==> src/common/tmr_pkg.sv <==
package tmr_pkg;
    // register byte offsets on the apb bus
    localparam logic [7:0] OFS_COMPARE_FIRST  = 8'h00;
    localparam logic [7:0] OFS_COMPARE_SECOND = 8'h04;
    localparam logic [7:0] OFS_COUNT_FIRST    = 8'h08;
    localparam logic [7:0] OFS_COUNT_SECOND   = 8'h0c;
    localparam logic [7:0] OFS_COUNT_COMBINED = 8'h10;
    localparam logic [7:0] OFS_CLOCK_SELECT   = 8'h14;
    localparam logic [7:0] OFS_MODE_CTRL      = 8'h18;
    localparam logic [7:0] OFS_OUTPUT_CTRL    = 8'h1c;
    localparam logic [7:0] OFS_STATUS         = 8'h20;

    // reset values
    localparam logic [7:0] RST_COUNT        = 8'h00;
    localparam logic [7:0] RST_CLOCK_SELECT = 8'h00;
    localparam logic [7:0] RST_MODE_CTRL    = 8'h00;
    localparam logic [7:0] RST_OUTPUT_CTRL  = 8'h00;

    // clock select: [3:0] first channel, [7:4] second channel
    localparam int CSEL_FIRST_LSB  = 0;
    localparam int CSEL_SECOND_LSB = 4;
    localparam logic [3:0] CSEL_FALLING = 4'h0;
    localparam logic [3:0] CSEL_RISING  = 4'h1;

    // mode control bits
    localparam int MODE_ENABLE_FIRST  = 0;
    localparam int MODE_ENABLE_SECOND = 1;
    localparam int MODE_CASCADE       = 2;
    localparam int MODE_CLEAR_FIRST   = 3;
    localparam int MODE_CLEAR_SECOND  = 4;

    // output control bits, per channel at base 0 and 4
    localparam int OUT_ENABLE = 0;
    localparam int OUT_TOGGLE = 1;
    localparam int OUT_SET    = 2;
    localparam int OUT_RESET  = 3;
    localparam int OUT_SECOND_BASE = 4;

    // prescaler width: main clock divided by up to 2^12
    localparam int PRESCALE_BITS = 12;

    // timing: clock rate and a documented count-clock figure
    localparam int  CLOCK_HZ         = 40_000_000;
    localparam real FASTEST_TICK_NS  = 400.0;
    localparam int  FASTEST_TICK_CYC =
        (int'(FASTEST_TICK_NS * CLOCK_HZ / 1.0e9) < 1) ? 1
        : int'(FASTEST_TICK_NS * CLOCK_HZ / 1.0e9);

    typedef enum logic [1:0] {
        BUS_IDLE   = 2'b00,
        BUS_SETUP  = 2'b01,
        BUS_ACCESS = 2'b10
    } bus_phase_e;
endpackage

==> src/common/chan_if.sv <==
`timescale 1ns/1ps
interface chan_if;
    logic       tick;
    logic       clear;
    logic       run;
    logic [7:0] compare;
    logic [7:0] count;
    logic       match;
    logic       wrap;

    modport ctrl (output tick, output clear, output run, output compare,
                  input count, input match, input wrap);
    modport chan (input tick, input clear, input run, input compare,
                  output count, output match, output wrap);
endinterface

==> src/core/tmr_pair.sv <==
`timescale 1ns/1ps
// Behaviour
// - each compare register is compared with its count register at every count step
// - in separate mode, equality raises that channel's match interrupt
// - separate mode compare accepts any 8-bit value
// - cascaded mode compares one 16-bit value from both registers
// - compare registers load only on byte-wide writes
// - compare registers are not reset
// - each count register increments once per selected count pulse, except the cascaded high byte, which steps on low-byte wrap
// - both count registers clear to zero on reset
// - separate mode reads each count as a byte
// - cascaded mode reads the 16-bit count in one access
// - interval mode interrupts each time the compare interval elapses
// - cascaded interval resolution is one count period, up to 65536
// - separate square wave toggles at match, half period 1 to 256
// - cascaded square wave half period up to 65536 count periods
// - event mode counts valid edges of the external pulse input
// - two counts, two compares and two wave outputs
// - four-bit select picks input edge or main clock division
// - first channel enable starts and stops the cascaded pair
module tmr_pair
    import tmr_pkg::*;
(
    input  wire logic         pclk,
    input  wire logic         presetn,
    input  wire logic         psel,
    input  wire logic         penable,
    input  wire logic         pwrite,
    input  wire logic [7:0]   paddr,
    input  wire logic [31:0]  pwdata,
    input  wire logic [3:0]   pstrb,
    output logic [31:0]       prdata,
    output logic              pready,
    output logic              pslverr,
    input  wire logic         pulse_in_first,
    input  wire logic         pulse_in_second,
    output logic              match_irq_first,
    output logic              match_irq_second,
    output logic              wave_out_first,
    output logic              wave_out_second
);
    import tmr_pkg::*;

    chan_if ch_first ();
    chan_if ch_second ();

    tmr_channel u_first (
        .pclk    (pclk),
        .presetn (presetn),
        .ch      (ch_first)
    );
    tmr_channel u_second (
        .pclk    (pclk),
        .presetn (presetn),
        .ch      (ch_second)
    );

    logic [7:0] compare_reg_first;
    logic [7:0] compare_reg_second;
    logic [7:0] count_clock_select_reg;
    logic [7:0] timer_mode_ctrl_reg;
    logic [7:0] timer_output_ctrl_reg;
    logic [1:0] in_first_sync;
    logic [1:0] in_second_sync;
    logic       in_first_prev;
    logic       in_second_prev;
    logic [PRESCALE_BITS-1:0] prescale;
    logic [PRESCALE_BITS-1:0] prescale_prev;
    logic       wave_first;
    logic       wave_second;
    logic       irq_first_q;
    logic       irq_second_q;

    // count source decode, shared by both channels
    function automatic logic pick_tick(
        input logic [3:0]               sel,
        input logic                     rise,
        input logic                     fall,
        input logic [PRESCALE_BITS-1:0] fell
    );
        logic t;
        t = 1'b0;
        case (sel)
            4'h0:    t = fall;
            4'h1:    t = rise;
            4'h6:    t = fell[1];
            4'h7:    t = fell[2];
            4'h8:    t = fell[3];
            4'h9:    t = fell[4];
            4'ha:    t = fell[5];
            4'hb:    t = fell[6];
            4'hc:    t = fell[7];
            4'hd:    t = fell[8];
            4'he:    t = fell[9];
            4'hf:    t = fell[11];
            default: t = 1'b0;
        endcase
        return t;
    endfunction

    // bus decode
    // only aligned word offsets hit; any other byte address is unmapped
    wire        wr_access  = psel & penable & pwrite;
    wire        byte_write = (pstrb == 4'h1);
    wire        hit_cmp1   = (paddr == OFS_COMPARE_FIRST);
    wire        hit_cmp2   = (paddr == OFS_COMPARE_SECOND);
    wire        hit_cnt1   = (paddr == OFS_COUNT_FIRST);
    wire        hit_cnt2   = (paddr == OFS_COUNT_SECOND);
    wire        hit_cnts   = (paddr == OFS_COUNT_COMBINED);
    wire        hit_csel   = (paddr == OFS_CLOCK_SELECT);
    wire        hit_mode   = (paddr == OFS_MODE_CTRL);
    wire        hit_outc   = (paddr == OFS_OUTPUT_CTRL);
    wire        hit_stat   = (paddr == OFS_STATUS);
    wire        mapped     = hit_cmp1 | hit_cmp2 | hit_cnt1 | hit_cnt2 | hit_cnts
                           | hit_csel | hit_mode | hit_outc | hit_stat;
    // a wider write to a compare register is refused
    wire        cmp_bad    = pwrite & (hit_cmp1 | hit_cmp2) & ~byte_write;
    wire        wr_ok      = wr_access & mapped & ~cmp_bad;
    wire        wr_cmp1    = wr_ok & hit_cmp1;
    wire        wr_cmp2    = wr_ok & hit_cmp2;
    // the reply is built at setup so that it stands through the access phase
    wire        setup_phase = psel & ~penable;
    wire        ro_write    = pwrite & (hit_cnt1 | hit_cnt2 | hit_cnts | hit_stat);
    wire        refuse      = ~mapped | cmp_bad | ro_write;

    // mode decode
    wire        cascade   = timer_mode_ctrl_reg[MODE_CASCADE];
    // first enable runs both halves when cascaded
    wire        run_first  = timer_mode_ctrl_reg[MODE_ENABLE_FIRST];
    // stopping the first half in cascade also freezes the carry into the second
    wire        run_second = cascade ? run_first
                                     : timer_mode_ctrl_reg[MODE_ENABLE_SECOND];
    wire        clr_first  = timer_mode_ctrl_reg[MODE_CLEAR_FIRST];
    wire        clr_second = timer_mode_ctrl_reg[MODE_CLEAR_SECOND];

    // prescaler taps fire on the falling edge of each bit
    // the divider runs free, so the first period after a start may be short
    wire [PRESCALE_BITS-1:0] div_fell = prescale_prev & ~prescale;

    // external edges, after two-stage sync
    // a pulse level held for less than one clock may be missed
    wire        rise_first  = in_first_sync[1] & ~in_first_prev;
    wire        fall_first  = ~in_first_sync[1] & in_first_prev;
    wire        rise_second = in_second_sync[1] & ~in_second_prev;
    wire        fall_second = ~in_second_sync[1] & in_second_prev;

    wire        tick_first  = pick_tick(count_clock_select_reg[CSEL_FIRST_LSB +: 4],
                                        rise_first, fall_first, div_fell);
    wire        tick_second_sep = pick_tick(count_clock_select_reg[CSEL_SECOND_LSB +: 4],
                                            rise_second, fall_second, div_fell);

    // cascaded high byte steps on low-byte wrap
    wire        tick_second = cascade ? ch_first.wrap : tick_second_sep;

    // 16-bit match needs both halves equal at a low-byte step
    // resolution of one count period, up to 65536 periods
    wire [15:0] count16    = {ch_second.count, ch_first.count};
    wire [15:0] compare16  = {compare_reg_second, compare_reg_first};
    wire        match16    = run_first & tick_first & (count16 == compare16);

    wire        event_first  = cascade ? match16 : (run_first & tick_first
                               & (ch_first.count == compare_reg_first));
    // in cascade the pair reports through the first interrupt only
    wire        event_second = cascade ? 1'b0 : ch_second.match;
    wire        first_hit_sep = ch_first.match & ~cascade;

    // clear after match, whole pair together when cascaded
    // the clear lands one clock after the match, so a tick in that clock is lost
    wire        cascade_clear = cascade & clr_first & irq_first_q;
    wire        clear_first_sep  = ~cascade & clr_first & first_hit_sep;
    wire        clear_second_sep = ~cascade & clr_second & ch_second.match;

    assign ch_first.tick     = tick_first;
    assign ch_first.run      = run_first;
    assign ch_first.compare  = compare_reg_first;
    assign ch_first.clear    = cascade_clear | clear_first_sep;
    assign ch_second.tick    = tick_second;
    assign ch_second.run     = run_second;
    assign ch_second.compare = compare_reg_second;
    assign ch_second.clear   = cascade_clear | clear_second_sep;

    // read mux
    wire [7:0]  status_bits = {4'h0, wave_second, wave_first, irq_second_q, irq_first_q};
    wire [31:0] rd_mux =
          hit_cmp1 ? {24'h0, compare_reg_first}
        : hit_cmp2 ? {24'h0, compare_reg_second}
        : hit_cnt1 ? {24'h0, ch_first.count}
        : hit_cnt2 ? {24'h0, ch_second.count}
        : hit_cnts ? {16'h0, count16}
        : hit_csel ? {24'h0, count_clock_select_reg}
        : hit_mode ? {24'h0, timer_mode_ctrl_reg}
        : hit_outc ? {24'h0, timer_output_ctrl_reg}
        : hit_stat ? {24'h0, status_bits}
        : 32'h0;

    // compares take the full byte range
    // no reset here: contents stay undefined until written, saving reset fan-out
    always_ff @(posedge pclk)
    begin
        if (wr_cmp1)
            compare_reg_first <= pwdata[7:0];
        if (wr_cmp2)
            compare_reg_second <= pwdata[7:0];
    end

    always_ff @(posedge pclk or negedge presetn)
    begin
        if (!presetn)
        begin
            count_clock_select_reg <= RST_CLOCK_SELECT;
            timer_mode_ctrl_reg    <= RST_MODE_CTRL;
            timer_output_ctrl_reg  <= RST_OUTPUT_CTRL;
        end
        else if (wr_ok)
        begin
            if (hit_csel)
                count_clock_select_reg <= pwdata[7:0];
            if (hit_mode)
                timer_mode_ctrl_reg <= pwdata[7:0];
            if (hit_outc)
                timer_output_ctrl_reg <= pwdata[7:0];
        end
    end

    // zero-wait apb answer in the access phase
    always_ff @(posedge pclk or negedge presetn)
    begin
        if (!presetn)
        begin
            prdata  <= 32'h0;
            pready  <= 1'b0;
            pslverr <= 1'b0;
        end
        else
        begin
            pready  <= setup_phase;
            pslverr <= setup_phase & refuse;
            prdata  <= (setup_phase & ~pwrite) ? rd_mux : 32'h0;
        end
    end

    // synchronisers and prescaler
    always_ff @(posedge pclk or negedge presetn)
    begin
        if (!presetn)
        begin
            in_first_sync  <= 2'b00;
            in_second_sync <= 2'b00;
            in_first_prev  <= 1'b0;
            in_second_prev <= 1'b0;
            prescale       <= '0;
            prescale_prev  <= '0;
        end
        else
        begin
            in_first_sync  <= {in_first_sync[0], pulse_in_first};
            in_second_sync <= {in_second_sync[0], pulse_in_second};
            in_first_prev  <= in_first_sync[1];
            in_second_prev <= in_second_sync[1];
            prescale       <= prescale + 1'b1;
            prescale_prev  <= prescale;
        end
    end

    always_ff @(posedge pclk or negedge presetn)
    begin
        if (!presetn)
        begin
            irq_first_q  <= 1'b0;
            irq_second_q <= 1'b0;
        end
        else
        begin
            irq_first_q  <= event_first;
            irq_second_q <= event_second;
        end
    end

    // wave flip-flops toggle on match, set and reset by software
    wire        out_wr      = wr_ok & hit_outc;
    wire [7:0]  oc          = pwdata[7:0];
    // a software set or reset in the same clock as a match wins over the toggle
    wire        set_first   = out_wr & oc[OUT_SET];
    wire        rst_first   = out_wr & oc[OUT_RESET];
    wire        set_second  = out_wr & oc[OUT_SECOND_BASE + OUT_SET];
    wire        rst_second  = out_wr & oc[OUT_SECOND_BASE + OUT_RESET];
    wire        flip_first  = irq_first_q & timer_output_ctrl_reg[OUT_TOGGLE];
    // the cascaded pair flips the second output on the 16-bit match
    wire        flip_second = (cascade ? irq_first_q : irq_second_q)
                              & timer_output_ctrl_reg[OUT_SECOND_BASE + OUT_TOGGLE];
    always_ff @(posedge pclk or negedge presetn)
    begin
        if (!presetn)
        begin
            wave_first  <= 1'b0;
            wave_second <= 1'b0;
        end
        else
        begin
            if (set_first)
                wave_first <= 1'b1;
            else if (rst_first)
                wave_first <= 1'b0;
            else if (flip_first)
                wave_first <= ~wave_first;
            if (set_second)
                wave_second <= 1'b1;
            else if (rst_second)
                wave_second <= 1'b0;
            else if (flip_second)
                wave_second <= ~wave_second;
        end
    end

    // a disabled output rests low while its flip-flop keeps toggling behind it
    wire        oe_first  = timer_output_ctrl_reg[OUT_ENABLE];
    wire        oe_second = timer_output_ctrl_reg[OUT_SECOND_BASE + OUT_ENABLE];

    // two gated wave outputs and interrupts, registered
    always_ff @(posedge pclk or negedge presetn)
    begin
        if (!presetn)
        begin
            wave_out_first   <= 1'b0;
            wave_out_second  <= 1'b0;
            match_irq_first  <= 1'b0;
            match_irq_second <= 1'b0;
        end
        else
        begin
            wave_out_first   <= wave_first & oe_first;
            wave_out_second  <= wave_second & oe_second;
            match_irq_first  <= irq_first_q;
            match_irq_second <= irq_second_q;
        end
    end
endmodule // tmr_pair

==> src/core/tmr_channel.sv <==
`timescale 1ns/1ps
module tmr_channel
    import tmr_pkg::*;
(
    input  wire logic pclk,
    input  wire logic presetn,
    chan_if.chan      ch
);
    logic [7:0] count;
    logic       match_q;

    assign ch.count = count;
    assign ch.match = match_q;
    assign ch.wrap  = ch.tick & ch.run & (count == 8'hff);

    always_ff @(posedge pclk or negedge presetn)
    begin
        if (!presetn)
        begin
            count   <= RST_COUNT;
            match_q <= 1'b0;
        end
        else
        begin
            match_q <= ch.run & ch.tick & (count == ch.compare);
            if (ch.clear)
                count <= RST_COUNT;
            else if (ch.run && ch.tick)
                count <= count + 8'h01;
        end
    end
endmodule // tmr_channel

==> config.mk <==
export PLATFORM = sky130hd
export DESIGN_NAME = tmr_pair
export DESIGN_NICKNAME = d
export VERILOG_FILES = /design/src/common/tmr_pkg.sv /design/src/common/chan_if.sv /design/src/core/tmr_pair.sv /design/src/core/tmr_channel.sv
export SDC_FILE = /design/constraint.sdc
export NUM_CORES = 1
export LEC_CHECK = 0
export ABC_AREA = 1
export BUFFER_PORTS_ARGS = -buffer_cell sky130_fd_sc_hd__buf_2
export CORE_MARGIN = 10
export CORE_UTILIZATION = 57
export DETAILED_ROUTE_END_ITERATION = 6
export PLACE_DENSITY_LB_ADDON = 0.2
export SYNTH_ARGS = -nofsm -noshare
export SYNTH_HDL_FRONTEND = slang
export SYNTH_SLANG_ARGS = --single-unit
==> constraint.sdc <==
create_clock -name pclk -period 1.75 [get_ports pclk]
set_clock_uncertainty 0.1 [all_clocks]
set_input_delay 0.4375 -clock pclk [delete_from_list [all_inputs] [get_ports pclk]]
set_output_delay 0.4375 -clock pclk [all_outputs]
set_load 0.05 [all_outputs]
==> results of run 1 <==
[metal layers]
layer  vias up  GRT usage  share of wire
met1      2384     0.3130           0.45
met4         0    0.05807          0.017
li1       2385          -              -
met2       218     0.3306           0.44
met3        18    0.06329          0.087
met5         -          0              0
[kinds of logic after synthesis]
logic type / share of synthesized area
adder cells (fa/ha/maj): 0.006470
XOR/XNOR: 0.05887
AO/OA/AOI/OAI: 0.07915
flip-flops: 0.4969
buffers and inverters: 0.09402
AND/OR/NAND/NOR: 0.2640
other: 0.0006463
[per-stage QoR]
stage               hold slack, ns    util  std cells  worst slack [ns]
CTS                        0.01652  0.7163        933          -0.01412
finish                     0.02890  0.7378        940          -0.04686
global route               0.01367  0.7378        940           -0.1263
global placement            0.2367  0.6828        911           -0.3587
floorplan                  0.04191       -        678           -0.1519
detailed placement          0.2356  0.6828        911           -0.4198
[worst paths after layout]
path                                             end
max                              u_first.ch.count[5]
min                                 in_first_sync[0]
max reg2reg                      u_first.ch.count[5]
min reg2reg                        in_second_sync[1]
max in group asynchronous  count_clock_select_reg[4]
min in group asynchronous           in_first_sync[0]
[cells in the final DEF, fill, tap and decap left out, drive strengths merged, types with 2 or more instances in the layout]
cell type,count
a21oi,21
buf,142
clkbuf,11
clkinv,5
clkinvlp,2
conb,16
dfrtp,96
edfxtp,16
ha,3
inv,84
nand2,153
nand3,57
nand3b,3
nand4,18
nor2,78
nor3,8
o21ai,39
o221ai,6
o22ai,2
xnor2,7
xor2,32
[layout make-up]
cell class	count	area (um^2)
clock buffer	11	141.4
clock inverter	5	63.81
fill	768	2586
inverter	86	334.1
multi-input combinational	449	2656
sequential	112	2890
tap	133	166.4
timing repair buffer	143	1018
timing repair inverter	1	7.507
[worst reg2reg max path, cell delays in order (launching register included)]
cell,delay (ns)
sky130_fd_sc_hd__dfrtp_2,0.49
sky130_fd_sc_hd__inv_2,0.09
sky130_fd_sc_hd__nor2_4,0.04
sky130_fd_sc_hd__nand2_1,0.06
sky130_fd_sc_hd__nand2_1,0.06
sky130_fd_sc_hd__o21bai_2,0.18
sky130_fd_sc_hd__nand3_4,0.15
sky130_fd_sc_hd__nand2_2,0.12
sky130_fd_sc_hd__nand2_2,0.08
sky130_fd_sc_hd__buf_6,0.14
sky130_fd_sc_hd__nand3b_1,0.07
sky130_fd_sc_hd__o21ai_0,0.08
[what timing repair did]
item,CTS,global route
gates cloned,0,2
endpoints found under the hold margin,20,0
gates resized for setup,27,44
pin swaps,8,15
setup endpoints to repair,18,47
hold buffers,1,0
buffers inserted,5,6
[power breakdown]
group / total [W] / switching (W) / internal (W)
sequential: 0.00265 / 0.00000522 / 0.00265
combinational: 0.000343 / 0.000247 / 0.0000961
clock: 0.00163 / 0.000916 / 0.000717
==> results.py, run 1 <==
metrics = {
    "run_status": {
        "outcome": "finished with violations",
        "failed_checks": "negative setup slack",
    },
    "sta": {
        "final.min_clock_period_ns": 1.797,
        "slew_viol_final": 0,
        "grt_setup_unrepaired": "yes",
        "fin_ws_ns": -0.04686,
        "finalSetupViolCount": 13,
        "hold_viol_final": 0,
        "timing.final.crit_share": 1.027,
        "setup_tns_ns": -0.1863,
        "fmax_ghz": 0.5565,
    },
    "worst_setup_path": {
        "timing.critical_path.to_type": "register",
        "crit_path_start": "count_clock_select_reg[0]",
        "timing.critical_path.from_type": "register",
        "max_stage_delay_ns": 0.49,
        "r2r_setup_slack_ns": -0.05,
        "worst-endpoint-arrival_ns": 1.98,
        "cp_max_fo": 8,
        "slowest_stage": "sky130_fd_sc_hd__dfrtp_2",
        "crit_cells": 11,
        "worstReg2RegStart": "count_clock_select_reg[0]",
        "cp.buffers_inverters": 2,
        "critical_path_class": "reg2reg",
        "worst_path_dominant_cell_family": "simple AND/OR/NAND/NOR gates",
        "worst_r2r_path_depth": 11,
        "cp_cell_sequence": "inv_2, nor2_4, nand2_1, nand2_1, o21bai_2, nand3_4, nand2_2, nand2_2, buf_6, nand3b_1, o21ai_0",
        "timing.critical_path.required_ns": 1.93,
    },
    "synthesis": {
        "yosys_most_used_dff": "sky130_fd_sc_hd__dfrtp_1",
        "synth_seq_area_share": 0.4969,
        "synth.largest_area_cell": "sky130_fd_sc_hd__dfrtp_1",
        "syn_inst": 663,
        "post_synth_main_area_contributors": "sky130_fd_sc_hd__dfrtp_1, sky130_fd_sc_hd__nand2_1, sky130_fd_sc_hd__edfxtp_1",
        "synthesis.area_mm2": 0.005802,
        "synth-async-reset-ratio": 0.8571,
        "count_of_yosys_warnings_during_synthesis": 0,
        "post-synth-top-area-fraction": 0.4141,
        "postSynthRegisterBits": 112,
        "synth.top_cells.by_count": "sky130_fd_sc_hd__nand2_1, sky130_fd_sc_hd__dfrtp_1, sky130_fd_sc_hd__inv_1, sky130_fd_sc_hd__nor2_1, sky130_fd_sc_hd__nand3_1",
        "synth_edf_count": 16,
        "ys_types": 42,
        "syn_area_cell_um2": 8.751,
        "yosysMostFrequentCell": "sky130_fd_sc_hd__nand2_1",
    },
    "placement": {
        "port_buffers": 48,
        "dpl_cell_area_mm2": 0.006735,
        "routabilityCongestion": 0.9483,
        "dpl.hpwl_mm": 12.24,
    },
    "global_routing": {
        "grt_max_degree": 42,
        "grt_pass1_wl_mm": 25.54,
        "total_global_route_track_usage": 0.2231,
        "overflow": 0,
        "antenna_found_initial": 0,
        "via_count_of_the_first_global_routing_pass": 4929,
    },
    "floorplanning": {
        "std_cell_rows": 36,
        "fp.dieH_um": 120.9,
        "core_area_mm2": 0.009864,
        "num_io_pins": 89,
        "initial_utilization": 0.5882,
        "die_area_mm2": 0.01461,
        "chipWidth_um": 120.9,
    },
    "detailed_routing": {
        "drt.antenna.violating_nets": 0,
        "detailroute.via_count": 5005,
        "vias_per_cell": 5.324,
        "drt-wirelength-per-cell_um": 17.17,
        "iteration_0_drc_markers": 466,
        "postRouteWirelength_mm": 16.14,
        "remaining_drc_errors": 0,
        "detail_route.first_pass.iterations": 5,
    },
    "cells_and_area": {
        "insertedDiodeCount": 0,
        "top_register": "prdata",
        "synthToLayoutAreaGrowth_pct": 25.45,
        "layout.nets": 856,
        "finish.instance_area_mm2": 0.007278,
        "final_layout_size_suffix_gt1_frac": 0.3160,
        "reg.largest.list": "prdata (16), prescale (12), prescale_prev (10)",
        "largest_reg_flops": 16,
    },
    "clock_network": {
        "clk_root_buffer_cell": "sky130_fd_sc_hd__clkbuf_8",
        "h_tree_level_count": 3,
        "path_clk_slew_ns": 0.12,
        "clock_latency_at_the_later_pin_of_the_worst_skew_pair_ns": 0.40,
        "cts.sinks": 112,
        "cts_buffer_count": 9,
        "cts_tree": "done",
        "clock_tree.buffer_depth": 2,
    },
    "pwr": {
        "tot_pwr_w": 0.004630,
        "power.leakage_nw": 3.753,
        "irDropWorstVdd_mv": 0.8245,
        "p_per_area_mw_per_mm2": 636.2,
    },
    "min_path": {
        "hold_path.startpoint": "pulse_in_first",
        "min_path_cells": 1,
        "worst_hold_path_type": "in2reg",
    },
    "flow_run": {
        "drv_cap": 0,
    },
}
No activity file was read; power rests on OpenSTA's default activity.
==> run 2: changes to the inputs <==
- BUFFER_PORTS_ARGS: -buffer_cell sky130_fd_sc_hd__buf_2 -> not set
- CORE_UTILIZATION: 57 -> 60
- CTS_CLUSTER_SIZE: not set -> 12
- DONT_BUFFER_PORTS: not set -> 1
==> run 2 against run 1 <==
Net effect:
- the flow finishes with violations (negative hold slack, negative setup slack)
- die area shrank 4.2%
- non-clock buffer count down 61
- sequential share of layout area grew 2.2 points
- utilization rose by 0.17 points
- final area fell by 5.2%
- register-to-register slack better by 0.03 ns
- critical path depth is the same
- worst setup slack improved by 0.032 ns
- combinational power shrank 37%
- clock power down 9%
- sequential cell count did not move
- largest power group unchanged
==> results.py, run 2 (synthesis results as in run 1) <==
metrics = {
    "clock_network": {
        "cts_tree": "done",
        "cts_buffer_count": 9,
        "clock_latency_at_the_later_pin_of_the_worst_skew_pair_ns": 0.39,
        "cts.sinks": 112,
        "clock_tree.buffer_depth": 2,
        "path_clk_slew_ns": 0.11,
        "clk_root_buffer_cell": "sky130_fd_sc_hd__clkbuf_8",
        "cts_hold_buf": 2,
        "h_tree_level_count": 3,
    },
    "global_routing": {
        "total_global_route_track_usage": 0.2156,
        "grt_max_degree": 97,
        "via_count_of_the_first_global_routing_pass": 4617,
        "overflow": 0,
        "antenna_found_initial": 0,
        "grt_pass1_wl_mm": 24.32,
    },
    "sta": {
        "timing.final.crit_share": 1.008,
        "slew_viol_final": 0,
        "final.min_clock_period_ns": 1.765,
        "fin_ws_ns": -0.01469,
        "setup_tns_ns": -0.04844,
        "whs_ns": -0.3689,
        "grt_setup_unrepaired": "yes",
        "fmax_ghz": 0.5667,
        "finalSetupViolCount": 5,
        "hold_viol_final": 96,
    },
    "cells_and_area": {
        "finish.cell_count_without_fillers": 875,
        "largest_reg_flops": 16,
        "top_register": "prdata",
        "layout.nets": 795,
        "finish.instance_area_mm2": 0.006898,
        "most_frequent_cells_in_the_layout": "sky130_fd_sc_hd__nand2_1, sky130_fd_sc_hd__dfrtp_1, sky130_fd_sc_hd__buf_4, sky130_fd_sc_hd__inv_1, sky130_fd_sc_hd__nor2_1",
        "synthToLayoutAreaGrowth_pct": 18.89,
        "final_layout_size_suffix_gt1_frac": 0.2694,
        "reg.largest.list": "prdata (16), prescale (12), prescale_prev (10)",
        "layout_commonest_cell": "sky130_fd_sc_hd__nand2_1",
        "insertedDiodeCount": 0,
    },
    "placement": {
        "port_buffers": 0,
        "dpl_cell_area_mm2": 0.006395,
        "routabilityCongestion": 0.9404,
        "place.detailed.instances": 850,
        "dpl.hpwl_mm": 11.65,
    },
    "flow_run": {
        "drv_cap": 0,
    },
    "pwr": {
        "clkPwrFrac": 0.341,
        "netSwitchingFraction": 0.2562,
        "power.internal_w": 0.003249,
        "p_per_area_mw_per_mm2": 633.2,
        "power_frac_seq": 0.610,
        "share_comb_of_total_power": 0.049,
        "p_switching_w": 0.001119,
        "irDropWorstVdd_mv": 0.7036,
        "power.leakage_nw": 3.421,
    },
    "worst_setup_path": {
        "slowest_stage": "sky130_fd_sc_hd__dfrtp_2",
        "cp_cell_sequence": "inv_2, nor2_4, nand2_1, o21ai_2, nor2_4, nand3_4, nand3_2, buf_6, buf_6, nand4_1, nand2_1",
        "cp.buffers_inverters": 3,
        "max_stage_delay_ns": 0.48,
        "timing.critical_path.from_type": "register",
        "timing.critical_path.required_ns": 1.93,
        "worst-endpoint-arrival_ns": 1.95,
        "critical_path_class": "reg2reg",
        "worst_path_dominant_cell_family": "simple AND/OR/NAND/NOR gates",
        "cp_max_fo": 7,
        "timing.critical_path.to_type": "register",
    },
    "floorplanning": {
        "num_io_pins": 89,
        "initial_utilization": 0.6220,
        "std_cell_rows": 35,
        "fp.dieH_um": 118.3,
        "chipWidth_um": 118.3,
        "die_area_mm2": 0.01400,
        "core_area_mm2": 0.009328,
    },
    "detailed_routing": {
        "postRouteWirelength_mm": 15.32,
        "iteration_0_drc_markers": 477,
        "drt-wirelength-per-cell_um": 17.50,
        "detailroute.via_count": 4648,
        "drt.antenna.violating_nets": 0,
        "detail_route.first_pass.iterations": 5,
        "vias_per_cell": 5.312,
        "remaining_drc_errors": 0,
    },
    "min_path": {
        "worst_hold_path_type": "in2async",
    },
    "run_status": {
        "failed_checks": "negative hold slack, negative setup slack",
        "outcome": "finished with violations",
    },
}
## run 2: cell types whose count changed in the layout (fill, tap and decap cells not counted), moves of 3 or more
cell / delta
sky130_fd_sc_hd__nor2_1: -5
sky130_fd_sc_hd__buf_2: -47
sky130_fd_sc_hd__buf_6: -3
sky130_fd_sc_hd__buf_4: -11
sky130_fd_sc_hd__nor2_2: +5
## run 2: path summary, 6_finish.rpt
kind                                             endpoint  slack [ns]  cells past startpoint                 startpoint
min in group pclk                                  pready        0.03                      1                    penable
worst min-delay path                            prdata[1]       -0.37                      0                    presetn
worst max register to register       u_second.ch.count[0]       -0.01                     11  count_clock_select_reg[0]
worst max-delay path                 u_second.ch.count[0]       -0.01                     11  count_clock_select_reg[0]
worst min register to register          in_second_sync[1]        0.26                      0          in_second_sync[0]
max in group asynchronous       count_clock_select_reg[5]        1.79                      0                    presetn
## run 2: metal layers
layer / vias to the layer above / part of all wire / GRT usage / wire length [um]
met2: 171 / 0.48 / 0.3536 / 7415
li1: 2253 / - / - / -
met4: 0 / 0.026 / 0.05641 / 393
met3: 32 / 0.071 / 0.06711 / 1081
met5: - / 0 / 0 / 0
met1: 2192 / 0.42 / 0.2699 / 6425
## run 2: repair_timing
item,CTS,global route
buffers inserted,2,4
endpoints found under the setup margin,17,40
cloned,0,1
pin swaps,6,19
hold endpoints to repair,98,96
resized for setup,12,60
## run 2: power groups by stage
stage	combinational, W	sequential [W]	clock [W]
final	0.000215	0.00266	0.00149
after CTS	0.000201	0.00266	0.00150
after floorplan	0.000182	0.00271	0
after global routing	0.000230	0.00267	0.00162
after detailed placement	0.000194	0.00272	0
after global placement	0.000191	0.00272	0
## run 2: final cells by class
type / count / area [um^2]
Timing Repair inverter: 1 / 7.507
Clock inverter: 7 / 57.56
Tap cell: 129 / 161.4
Inverter: 86 / 334.1
Clock buffer: 9 / 123.9
Multi-Input combinational cell: 449 / 2666
Timing Repair Buffer: 82 / 656.9
Sequential cell: 112 / 2890
Fill cell: 693 / 2430
## run 2: through the flow
| step | worst slack, ns | total power, W | util | hold WS, ns |
|---|---|---|---|---|
| floorplan | -0.1519 | 0.002897 | - | 0.04191 |
| global placement | -0.2738 | 0.002907 | 0.6856 | 0.04494 |
| detailed placement | -0.3514 | 0.002910 | 0.6856 | 0.04534 |
| CTS | -0.02159 | 0.004367 | 0.7128 | -0.3786 |
| global route | -0.08740 | 0.004510 | 0.7395 | -0.3997 |
| finish | -0.01469 | 0.004367 | 0.7395 | -0.3689 |
